<file path="src/verilog/tcn_params.svh">
// tcn_params.svh: register offsets, field positions, reset values and table limits
// assumes inclusion by the torque compensation block and its testbench only
`ifndef TCN_PARAMS_SVH
`define TCN_PARAMS_SVH

// ------------------------------------------------------------
// register offsets
// ------------------------------------------------------------
`define TCN_OFS_UNBAL      16'h3607
`define TCN_OFS_FWD_FRIC   16'h3608
`define TCN_OFS_REV_FRIC   16'h3609
`define TCN_OFS_EXPANSION  16'h3610
`define TCN_OFS_DOB_GAIN   16'h3623
`define TCN_OFS_DOB_FILT   16'h3624
`define TCN_OFS_AUTOTUNE   16'h3002
`define TCN_OFS_NOTCH_FREQ 16'h3201
`define TCN_OFS_NOTCH_WID  16'h3202
`define TCN_OFS_NOTCH_DEP  16'h3203
`define TCN_OFS_STATUS     16'h3700

// ------------------------------------------------------------
// field positions
// ------------------------------------------------------------
`define TCN_BIT_INST_OBS   0
`define TCN_BIT_DOB_EN     1
`define TCN_BIT_DOB_GAIN1  2

// ------------------------------------------------------------
// reset values and limits
// ------------------------------------------------------------
`define TCN_RST_ZERO       16'h0000
`define TCN_RST_FREQ       16'h1388
`define TCN_FREQ_MIN       16'h0032
`define TCN_FREQ_MAX       16'h1387
`define TCN_WID_MAX        16'h0014
`define TCN_DEP_MAX        16'h0064
`define TCN_FILT_SHIFT_MAX 16'h000F

`endif

</file>
<file path="src/verilog/tcn_pkg.sv">
// tcn_pkg.sv: types shared by the torque compensation block
// assumes tcn_params.svh sits on the include path
package tcn_pkg;
    typedef enum logic [3:0] {
        TCN_MODE_POS    = 4'h1,
        TCN_MODE_SPEED  = 4'h2,
        TCN_MODE_TORQUE = 4'h4,
        TCN_MODE_FULL   = 4'h8
    } tcn_mode_t;

    typedef enum logic [2:0] {
        TCN_FR_HOLD = 3'h1,
        TCN_FR_RUN  = 3'h2,
        TCN_FR_OFF  = 3'h4
    } tcn_fr_state_t;
endpackage

</file>
<file path="src/verilog/tcn_torque_comp.sv">
// tcn_torque_comp.sv: notch setting decode, disturbance observer and friction offsets
// assumes a register master on a plain strobe port and one 10 MHz clock
//
// Added by the designer: the strobed register port.
`timescale 1ns/1ps
`include "tcn_params.svh"

module tcn_torque_comp #(
    parameter int W = 16
) (
    input  wire logic              i_ref_clk,
    input  wire logic              i_rst,
    input  wire logic [15:0]       i_addr,
    input  wire logic [W-1:0]      i_wdata,
    input  wire logic              i_wr,
    input  wire logic              i_rd,
    output logic      [W-1:0]      o_rdata,
    input  wire tcn_pkg::tcn_mode_t i_mode,
    input  wire logic              i_servo_on,
    input  wire logic              i_gain1_sel,
    input  wire logic              i_pos_cmd_valid,
    input  wire logic              i_pos_cmd_fwd,
    input  wire logic signed [W-1:0] i_torque_cmd,
    input  wire logic signed [W-1:0] i_dist_est,
    output logic signed [W-1:0]    o_torque_cmd,
    output logic                   o_notch_active,
    output logic      [W-1:0]      o_notch_bw_x100,
    output logic      [6:0]        o_notch_pass_pct,
    output logic                   o_dob_active
);
    import tcn_pkg::*;

    // ------------------------------------------------------------
    // settings registers
    // ------------------------------------------------------------
    logic [W-1:0] unbal_reg, fwd_reg, rev_reg, exp_reg, gain_reg, filt_reg;
    logic [W-1:0] autotune_reg, freq_reg, wid_reg, dep_reg;

    function automatic logic [W-1:0] clamp(input logic [W-1:0] v, input logic [W-1:0] mx);
        clamp = (v > mx) ? mx : v;
    endfunction

    always_ff @(posedge i_ref_clk or posedge i_rst) begin
        if (i_rst) begin
            unbal_reg    <= `TCN_RST_ZERO;
            fwd_reg      <= `TCN_RST_ZERO;
            rev_reg      <= `TCN_RST_ZERO;
            exp_reg      <= `TCN_RST_ZERO;
            gain_reg     <= `TCN_RST_ZERO;
            filt_reg     <= `TCN_RST_ZERO;
            autotune_reg <= `TCN_RST_ZERO;
            freq_reg     <= `TCN_RST_FREQ;
            wid_reg      <= `TCN_RST_ZERO;
            dep_reg      <= `TCN_RST_ZERO;
        end else if (i_wr) begin
            case (i_addr)
                `TCN_OFS_UNBAL:      unbal_reg    <= i_wdata;
                `TCN_OFS_FWD_FRIC:   fwd_reg      <= i_wdata;
                `TCN_OFS_REV_FRIC:   rev_reg      <= i_wdata;
                `TCN_OFS_EXPANSION:  exp_reg      <= i_wdata;
                `TCN_OFS_DOB_GAIN:   gain_reg     <= i_wdata;
                `TCN_OFS_DOB_FILT:   filt_reg     <= clamp(i_wdata, `TCN_FILT_SHIFT_MAX);
                `TCN_OFS_AUTOTUNE:   autotune_reg <= i_wdata;
                `TCN_OFS_NOTCH_FREQ: freq_reg     <= i_wdata;
                `TCN_OFS_NOTCH_WID:  wid_reg      <= clamp(i_wdata, `TCN_WID_MAX);
                `TCN_OFS_NOTCH_DEP:  dep_reg      <= clamp(i_wdata, `TCN_DEP_MAX);
                default: begin
                end
            endcase
        end
    end

    // ------------------------------------------------------------
    // notch setting decode
    // ------------------------------------------------------------
    // ratio x100 per setting; a shift of four base steps doubles the ratio to within one count
    function automatic logic [W-1:0] width_ratio(input logic [4:0] s);
        case (s)
            5'h00:   width_ratio = 16'h0032;
            5'h01:   width_ratio = 16'h003B;
            5'h02:   width_ratio = 16'h0047;
            5'h03:   width_ratio = 16'h0054;
            5'h04:   width_ratio = 16'h0064;
            5'h05:   width_ratio = 16'h0077;
            5'h06:   width_ratio = 16'h008D;
            5'h07:   width_ratio = 16'h00A8;
            5'h08:   width_ratio = 16'h00C8;
            5'h09:   width_ratio = 16'h00EE;
            5'h0A:   width_ratio = 16'h011B;
            5'h0B:   width_ratio = 16'h0150;
            5'h0C:   width_ratio = 16'h0190;
            5'h0D:   width_ratio = 16'h01DC;
            5'h0E:   width_ratio = 16'h0236;
            5'h0F:   width_ratio = 16'h02A1;
            5'h10:   width_ratio = 16'h0320;
            5'h11:   width_ratio = 16'h03B7;
            5'h12:   width_ratio = 16'h046B;
            5'h13:   width_ratio = 16'h0541;
            5'h14:   width_ratio = 16'h0640;
            default: width_ratio = 16'h0640;
        endcase
    endfunction

    // doubling width ratio
    // settings above 20 never reach here; the write port clamps them
    always_ff @(posedge i_ref_clk or posedge i_rst) begin
        if (i_rst) begin
            o_notch_bw_x100 <= 16'h0032;
        end else begin
            o_notch_bw_x100 <= width_ratio(wid_reg[4:0]);
        end
    end

    always_ff @(posedge i_ref_clk or posedge i_rst) begin
        if (i_rst) begin
            o_notch_pass_pct <= 7'h00;
        end else begin
            o_notch_pass_pct <= dep_reg[6:0];
        end
    end

    always_ff @(posedge i_ref_clk or posedge i_rst) begin
        if (i_rst) begin
            o_notch_active <= 1'b0;
        end else begin
            o_notch_active <= (freq_reg >= `TCN_FREQ_MIN) && (freq_reg <= `TCN_FREQ_MAX);
        end
    end

    // ------------------------------------------------------------
    // disturbance observer
    // ------------------------------------------------------------
    logic dob_cond;
    assign dob_cond = i_servo_on
                    && (i_mode == TCN_MODE_POS || i_mode == TCN_MODE_SPEED)
                    && (autotune_reg == `TCN_RST_ZERO)
                    && !exp_reg[`TCN_BIT_INST_OBS]
                    && exp_reg[`TCN_BIT_DOB_EN]
                    && (!exp_reg[`TCN_BIT_DOB_GAIN1] || i_gain1_sel);

    logic signed [W-1:0] filt_est_reg;
    logic signed [W-1:0] dob_comp;
    logic signed [2*W-1:0] dob_prod;

    // first-order filter, time constant 2^filter cycles
    always_ff @(posedge i_ref_clk or posedge i_rst) begin
        if (i_rst) begin
            filt_est_reg <= '0;
        end else if (!dob_cond) begin
            filt_est_reg <= '0;
        end else begin
            filt_est_reg <= filt_est_reg + ((i_dist_est - filt_est_reg) >>> filt_reg[3:0]);
        end
    end

    always_ff @(posedge i_ref_clk or posedge i_rst) begin
        if (i_rst) begin
            o_dob_active <= 1'b0;
        end else begin
            o_dob_active <= dob_cond;
        end
    end

    // gain in 1/256 steps, 0x0100 is unity; Q8 scaling trades accuracy for no divider
    assign dob_prod = filt_est_reg * $signed({1'b0, gain_reg[W-2:0]});
    assign dob_comp = o_dob_active ? dob_prod[W+7:8] : '0;

    // ------------------------------------------------------------
    // friction torque compensation
    // ------------------------------------------------------------
    tcn_fr_state_t fr_state_reg, fr_state_next;
    logic signed [W-1:0] unbal_app_reg, fric_app_reg;
    logic servo_on_d_reg;
    logic posmode;

    assign posmode = (i_mode == TCN_MODE_POS) || (i_mode == TCN_MODE_FULL);

    always_ff @(posedge i_ref_clk or posedge i_rst) begin
        if (i_rst) begin
            servo_on_d_reg <= 1'b0;
        end else begin
            servo_on_d_reg <= i_servo_on;
        end
    end

    always_comb begin
        fr_state_next = fr_state_reg;
        case (fr_state_reg)
            TCN_FR_OFF: begin
                // servo-on in position mode waits for first command
                if (posmode && i_servo_on && !servo_on_d_reg) fr_state_next = TCN_FR_HOLD;
                else if (posmode && i_servo_on) fr_state_next = TCN_FR_RUN;
            end
            TCN_FR_HOLD: begin
                if (!posmode || !i_servo_on) fr_state_next = TCN_FR_OFF;
                else if (i_pos_cmd_valid) fr_state_next = TCN_FR_RUN;
            end
            TCN_FR_RUN: begin
                if (!posmode || !i_servo_on) fr_state_next = TCN_FR_OFF;
            end
            default: fr_state_next = TCN_FR_OFF;
        endcase
    end

    always_ff @(posedge i_ref_clk or posedge i_rst) begin
        if (i_rst) begin
            fr_state_reg <= TCN_FR_OFF;
        end else begin
            fr_state_reg <= fr_state_next;
        end
    end

    always_ff @(posedge i_ref_clk or posedge i_rst) begin
        if (i_rst) begin
            unbal_app_reg <= '0;
        end else if (i_mode == TCN_MODE_TORQUE) begin
            unbal_app_reg <= '0;
        end else if (!posmode || fr_state_next == TCN_FR_OFF) begin
            unbal_app_reg <= unbal_reg;
        end else if (fr_state_reg != TCN_FR_HOLD || i_pos_cmd_valid) begin
            unbal_app_reg <= unbal_reg;
        end
    end

    // direction friction path, held between commands
    always_ff @(posedge i_ref_clk or posedge i_rst) begin
        if (i_rst) begin
            fric_app_reg <= '0;
        end else if (!posmode) begin
            fric_app_reg <= '0;
        end else if (i_pos_cmd_valid && i_servo_on) begin
            fric_app_reg <= i_pos_cmd_fwd ? fwd_reg : rev_reg;
        end
    end

    always_ff @(posedge i_ref_clk or posedge i_rst) begin
        if (i_rst) begin
            o_torque_cmd <= '0;
        end else begin
            o_torque_cmd <= i_torque_cmd + unbal_app_reg + fric_app_reg - dob_comp;
        end
    end

    // ------------------------------------------------------------
    // register read port
    // ------------------------------------------------------------
    always_ff @(posedge i_ref_clk or posedge i_rst) begin
        if (i_rst) begin
            o_rdata <= '0;
        end else if (i_rd) begin
            case (i_addr)
                `TCN_OFS_UNBAL:      o_rdata <= unbal_reg;
                `TCN_OFS_FWD_FRIC:   o_rdata <= fwd_reg;
                `TCN_OFS_REV_FRIC:   o_rdata <= rev_reg;
                `TCN_OFS_EXPANSION:  o_rdata <= exp_reg;
                `TCN_OFS_DOB_GAIN:   o_rdata <= gain_reg;
                `TCN_OFS_DOB_FILT:   o_rdata <= filt_reg;
                `TCN_OFS_AUTOTUNE:   o_rdata <= autotune_reg;
                `TCN_OFS_NOTCH_FREQ: o_rdata <= freq_reg;
                `TCN_OFS_NOTCH_WID:  o_rdata <= wid_reg;
                `TCN_OFS_NOTCH_DEP:  o_rdata <= dep_reg;
                `TCN_OFS_STATUS:     o_rdata <= {13'h0000, fr_state_reg == TCN_FR_HOLD,
                                                 o_notch_active, o_dob_active};
                default:             o_rdata <= '0;
            endcase
        end else begin
            o_rdata <= '0;
        end
    end
endmodule

</file>
<file path="config.mk">
export PLATFORM = sky130hd
export DESIGN_NAME = tcn_torque_comp
export DESIGN_NICKNAME = d
export VERILOG_FILES = /design/src/verilog/tcn_pkg.sv /design/src/verilog/tcn_torque_comp.sv
export VERILOG_INCLUDE_DIRS = /design/src /design/src/verilog
export SDC_FILE = /design/constraint.sdc
export NUM_CORES = 1
export LEC_CHECK = 0
export ABC_CLOCK_PERIOD_IN_PS = 20400
export BUFFER_PORTS_ARGS = -buffer_cell sky130_fd_sc_hd__buf_2
export CAP_MARGIN = 25
export CORE_MARGIN = 4
export CORE_UTILIZATION = 48
export CTS_BUF_LIST = sky130_fd_sc_hd__clkbuf_8 sky130_fd_sc_hd__clkbuf_16
export CTS_CLUSTER_SIZE = 40
export DETAILED_ROUTE_END_ITERATION = 10
export GPL_ROUTABILITY_DRIVEN = 0
export PLACE_DENSITY = 0.67
export SYNTH_ARGS = -nofsm -noshare
export SYNTH_HDL_FRONTEND = slang
export SYNTH_SLANG_ARGS = --single-unit
</file>
<file path="constraint.sdc">
create_clock -name i_ref_clk -period 20.4 [get_ports i_ref_clk]
set_input_delay 5.1 -clock i_ref_clk [delete_from_list [all_inputs] [get_ports i_ref_clk]]
set_output_delay 5.1 -clock i_ref_clk [all_outputs]
set_load 0.01 [all_outputs]
</file>
# [Yosys cells after proc, flatten, opt, wreduce, memory -nomap -nowiden]
# Memory sizes are Yosys's and may differ from the RTL's. A register that Yosys moved wholly into a read port is not among the register bits.
# Cells that the tools add are included.
[word_totals] reg_bits=269 rom_bits=352 in_bits=76 word_cells=106 mem_count=1
[mem_list] memory="(no name shown)" depth=32 width=11 read_ports=1 rd_ports_with_merged_regs=1 wr=0 line_no="tcn_torque_comp.sv:78" source="case (s)"
[op_classes] add_sub_neg=5 n_mul=1 order_cmp=5 n_eq_ne=21 shift=1 n_mux=19 reduce_logical=32
[ops] op="$mux W16" n=12
[ops] op="$eq A16 B14 Y1 const B" n=11
[ops] op="$pmux W16 S11" n=1
[ops] op="$add A16 B16 Y16" n=3
[ops] op="$sub A16 B16 Y16" n=2
[ops] op="$mul A16 B16 Y24" n=1
[ops] op="$reduce_and A2 Y1" n=10
[ops] op="$ge A16 B6 Y1 const B" n=1
[ops] op="$gt A16 B4 Y1 const B" n=1
[ops] op="$gt A16 B5 Y1 const B" n=1
[ops] op="$gt A16 B7 Y1 const B" n=1
[ops] op="$le A16 B13 Y1 const B" n=1
[ops] op="$logic_not A16 Y1" n=1
[ops] op="$sshr A16 B4 Y16" n=1
[ops] op="$mux W3" n=5
[ops] op="$logic_and A1 B1 Y1" n=9
[ops] op="$pmux W3 S3" n=1
[ops] op="$eq A3 B3 Y1 const B" n=2
[ops] op="$logic_or A1 B1 Y1" n=6
[ops] op="$logic_not A1 Y1" n=5
[ops] op="$eq A4 B1 Y1 const B" n=1
[ops] op="$eq A4 B2 Y1 const B" n=1
[ops] op="$eq A4 B3 Y1 const B" n=1
[ops] op="$eq A4 B4 Y1 const B" n=1
[ops] op="5 further kinds" n=5

# [Logic depth before layout (Yosys ltp)]
[depth] depth_word=10 mapped_depth=37 ltp_nobuf=36

# [Worst setup path after synthesis]
# No wires, ideal clock.
[synth_path] path_type="in2reg" from="in i_dist_est[0]" to="reg filt_est_reg[15]" setup_ps=132 t_arrival_ps=9519 setup_slack_ps=10749 stages=21 path_buffers=0 path_cell_list="inv_1 -> ha_1 -> inv_1 -> fa_1 -> a211oi_1 -> nor2_1 -> a2111oi_0 -> or2_1 -> o31ai_1 -> xnor2_2 -> a221oi_1 -> mux4_2 -> ha_1 -> o21a_1 -> o21a_1 -> a2111oi_0 -> nor3_1 -> o31ai_1 -> a21oi_1 -> xnor2_1 -> nor2_1"
[synth_via] elab_chain_len=4
[synth_rtl] element="from (decl)" line_no="tcn_torque_comp.sv:24" source="input wire logic signed [W-1:0] i_dist_est,"
[synth_rtl] element="$sub A16 B16 Y16" line_no="tcn_torque_comp.sv:152" source="filt_est_reg <= filt_est_reg + ((i_dist_est - filt_est_reg) >>> filt_reg[3:0]);"
[synth_rtl] element="$sshr A16 B4 Y16" line_no="tcn_torque_comp.sv:152"
[synth_rtl] element="$add A16 B16 Y16" line_no="tcn_torque_comp.sv:152"
[synth_rtl] element="$mux W16" line_no="tcn_torque_comp.sv:149" source="end else if (!dob_cond) begin"
[synth_rtl] element="to (signal assigned)" line_no="tcn_torque_comp.sv:152"
[synth_rtl] element="to (decl)" line_no="tcn_torque_comp.sv:141" source="logic signed [W-1:0] filt_est_reg;"
# Every way passes these cells.
# A chain may end at the register's enable or synchronous reset.

# [Worst setup path in the final report]
# Same ends and word-level chain as after synthesis.

==> flow_summary.toml <==
[cts]
clkSlewWorstSetupHoldPaths_ns = 0.07
cts_inserted_buffers = 29
cts_max_path_buffers = 3
postCtsSetupRepairBufs = 0
cts-hold-fix-buffers = 0
clock_root_cell = "clkbuf_16"
cts-htree-levels = 1
cts_tree = "yes"
clock-sinks = 264
clk_latency_ns = 0.56
ctsResizeCount = 0

[synthesis]
synth_area_mm2 = 0.0219
yosysSeqAreaShare = 0.302
synth.yosys.warnings = 0
synth_top_flop_cell = "dfrtp_1"
ys_ff_latch = 264
most_used_standard_cell_by_instance_count_after_synthesis = "inv_1"
synth_top_area_share = 0.291
yosys.cell_types.count = 88
synth_largest_area_cell = "dfrtp_1"
syn_inst = 2242
postSynthAreaPerCell_um2 = 9.77
synth_async_sr_flop_share = 1.00
synth_top_cells_by_count = "inv_1, dfrtp_1, nand2_1"
synth-edff-count = 0
yosys-top-cells-area = "dfrtp_1, fa_1, ha_1, mux2_2, inv_1"

[global_route]
grt.total_usage = 0.244
gr-total-overflow = 0
grt_max_degree = 125
antenna_found_initial = 1
vias_in_the_first_global_route = 17700
global_route_wire_length_before_repair_um = 96700

[final_layout]
stdcell_count = 2927
final_net_count = 2704
multi_input_comb_area_mm2 = 0.0136
sequential_cell_area_mm2 = 0.00662
drive_above_1_share = 0.150
flow.area_growth_from_synthesis_pct = 9.67
diodes = 0
nFillCells = 4133

[sta]
total_count_of_hold_check_failures_in_the_final_report = 0
headroom_to_the_max_slew_limit = 0.323
clock-skew-final_ns = 0.0130
grt_setup_unrepaired = "false"
achievable-frequency_mhz = 98.4
fin_setup_tns_ns = 0
finalCritPeriodShare = 0.498
setup_viol = 0
worst_max_slew_pin_slew_ns = 1.02
fin_crit_ns = 10.16
number_of_max_slew_violations_in_the_final_report = 0

[worst_setup_path]
timing.critical_path.slowest_stage_cell = "a2111oi_0"
timing.critical_path.arrival_ns = 10.58
cp_num_buf_inv = 3
cp.required_ns = 20.82
path_delay_family = "compound AO/OA/AOI/OAI gates"
cp_cell_sequence = "buf_2 > inv_1 > ha_1 > inv_1 > fa_1 > a211oi_1 > nor2_1 > a2111oi_0 > o31ai_1 > xor2_1 > mux2i_1 > mux2_2 > a221oi_1 > ha_1 > a21o_1 > a21oi_1 > o21ai_0 > a2111oi_0 > nor3_1 > o31ai_1 > a21oi_1 > xnor2_1 > nor2_1"
critical_path.startpoint_type = "input pin"
worstSetupPathType = "input pin to register"
critical_path_peak_fanout = 4
cp-end-kind = "register"
cp_slowest_stage_delay_ns = 0.63

[route]
dr_total_vias = 16600
drtPass1Iterations = 7
detailed_route_vias_per_instance = 5.65
drt_iter0_markers = 1296
drt_wl_total_um = 59900
post-route-drc-count = 0
antenna_violating_nets_post_route = 0
avgRoutedWirePerCell_um = 20.5

[floorplanning]
ioPinCount = 133
initial_core_util = 0.484
overall_die_area_mm2 = 0.0491
row_count = 78
core_mm2 = 0.0453
dieHeight_um = 222
die_w_um = 222

[outcome]
outcome = "finished clean"

[power_and_ir_drop]
power.leakage_nw = 11.4
cell_internal_pwr_uw = 934
power.net_switching_uw = 309
maximum_vdd_drop_mv = 0.0697
clock_power_share = 0.460
share_comb_of_total_power = 0.108
power-per-cell-area_mw_per_mm2 = 51.8
fraction_of_power_spent_switching_nets = 0.249
p_seq_frac = 0.432

[min_path]
worst_hold_path_type = "register to register"

[placed_design]
portBuffers = 127
placed_cells = 2871
dp_hpwl_um = 44200

[job]
cap_viol_max_count = 0
cells by family (layout without fill, tap and decap cells):
logic type,Yosys count,count (layout),share of synthesized area
AO/OA/AOI/OAI,353,353,0.110
adder cells (fa/ha/maj),324,324,0.257
buffers and inverters,447,528,0.0786
other,1,5,0.000171
multiplexers,151,151,0.0773
AND/OR/NAND/NOR,627,627,0.142
XOR/XNOR,75,75,0.0318
flip-flops,264,264,0.302
cell usage in the layout, fill, tap and decap left out, types with 9 or more instances in the layout:
| master | n |
|---|---|
| dfrtp_1 | 255 |
| o21a_1 | 9 |
| dfstp_2 | 9 |
| buf_4 | 16 |
| a211oi_1 | 26 |
| nand2b_1 | 19 |
| nor3_1 | 27 |
| nor4_1 | 11 |
| and2_1 | 151 |
| o21ai_0 | 79 |
| a21o_1 | 12 |
| or3_1 | 10 |
| mux2_1 | 10 |
| ha_1 | 114 |
| clkbuf_16 | 29 |
| a22o_1 | 11 |
| o211ai_1 | 10 |
| a222oi_1 | 15 |
| mux2_2 | 111 |
| inv_1 | 330 |
| a21oi_1 | 65 |
| xor2_1 | 21 |
| fa_1 | 210 |
| buf_2 | 128 |
| a31oi_1 | 25 |
| a22oi_1 | 18 |
| nand3_1 | 21 |
| nand2_1 | 241 |
| xnor2_1 | 51 |
| a221oi_1 | 20 |
| nor2_1 | 91 |
| mux2i_1 | 27 |
| nor2b_1 | 9 |
final timing paths:
kind                                           start                            end  slack [ns]  cells after the start
setup / recovery                       i_dist_est[0]     filt_est_reg[15]$_DFF_PP0_       10.24                     23
hold / removal                dep_reg[6]$_DFFE_PP0P_  o_notch_pass_pct[6]$_DFF_PP0_        0.41                      0
setup reg to reg           filt_est_reg[4]$_DFF_PP0_     o_torque_cmd[15]$_DFF_PP0_       11.28                     32
hold reg to reg               dep_reg[6]$_DFFE_PP0P_  o_notch_pass_pct[6]$_DFF_PP0_        0.41                      0
max in group asynchronous                      i_rst     o_torque_cmd[11]$_DFF_PP0_       14.16                      3
min in group asynchronous                      i_rst   o_notch_bw_x100[8]$_DFF_PP0_        4.70                      2
area by class of cell:
class,instances,area share
Multi-Input combinational cell,1535,0.566
Tap cell,600,0.0313
Sequential cell,264,0.276
Timing Repair Buffer,145,0.0321
Inverter,329,0.0517
Clock buffer,36,0.0342
Clock inverter,18,0.00948
routing by layer:
metal / global-route usage / part of all wire / vias to the layer above
li1: - / - / 7485
met2: 0.411 / 0.48 / 657
met1: 0.330 / 0.42 / 8276
met3: 0.0318 / 0.067 / 133
met5: 0 / 0 / -
met4: 0.0764 / 0.031 / 0
power by group through the flow:
stage,Sequential [mW],Clock [mW],Combinational (mW)
floorplan,0.551,0,0.0853
CTS,0.537,0.583,0.134
global placement,0.547,0,0.130
global route,0.538,0.601,0.148
detailed placement,0.547,0,0.134
finish,0.537,0.572,0.134
stage by stage:
stage / hold slack [ns] / area [um2] / power [mW] / setup WS, ns / utilization
floorplan: 0.369 / 21900 / 0.636 / 8.05 / -
global placement: 0.391 / 23000 / 0.678 / 9.98 / 0.507
detailed placement: 0.385 / 23000 / 0.681 / 9.94 / 0.507
CTS: 0.408 / 24000 / 1.25 / 10.39 / 0.530
global route: 0.425 / 24000 / 1.29 / 9.75 / 0.530
finish: 0.406 / 24000 / 1.24 / 10.24 / 0.530
(Power assumes the default switching activity.)
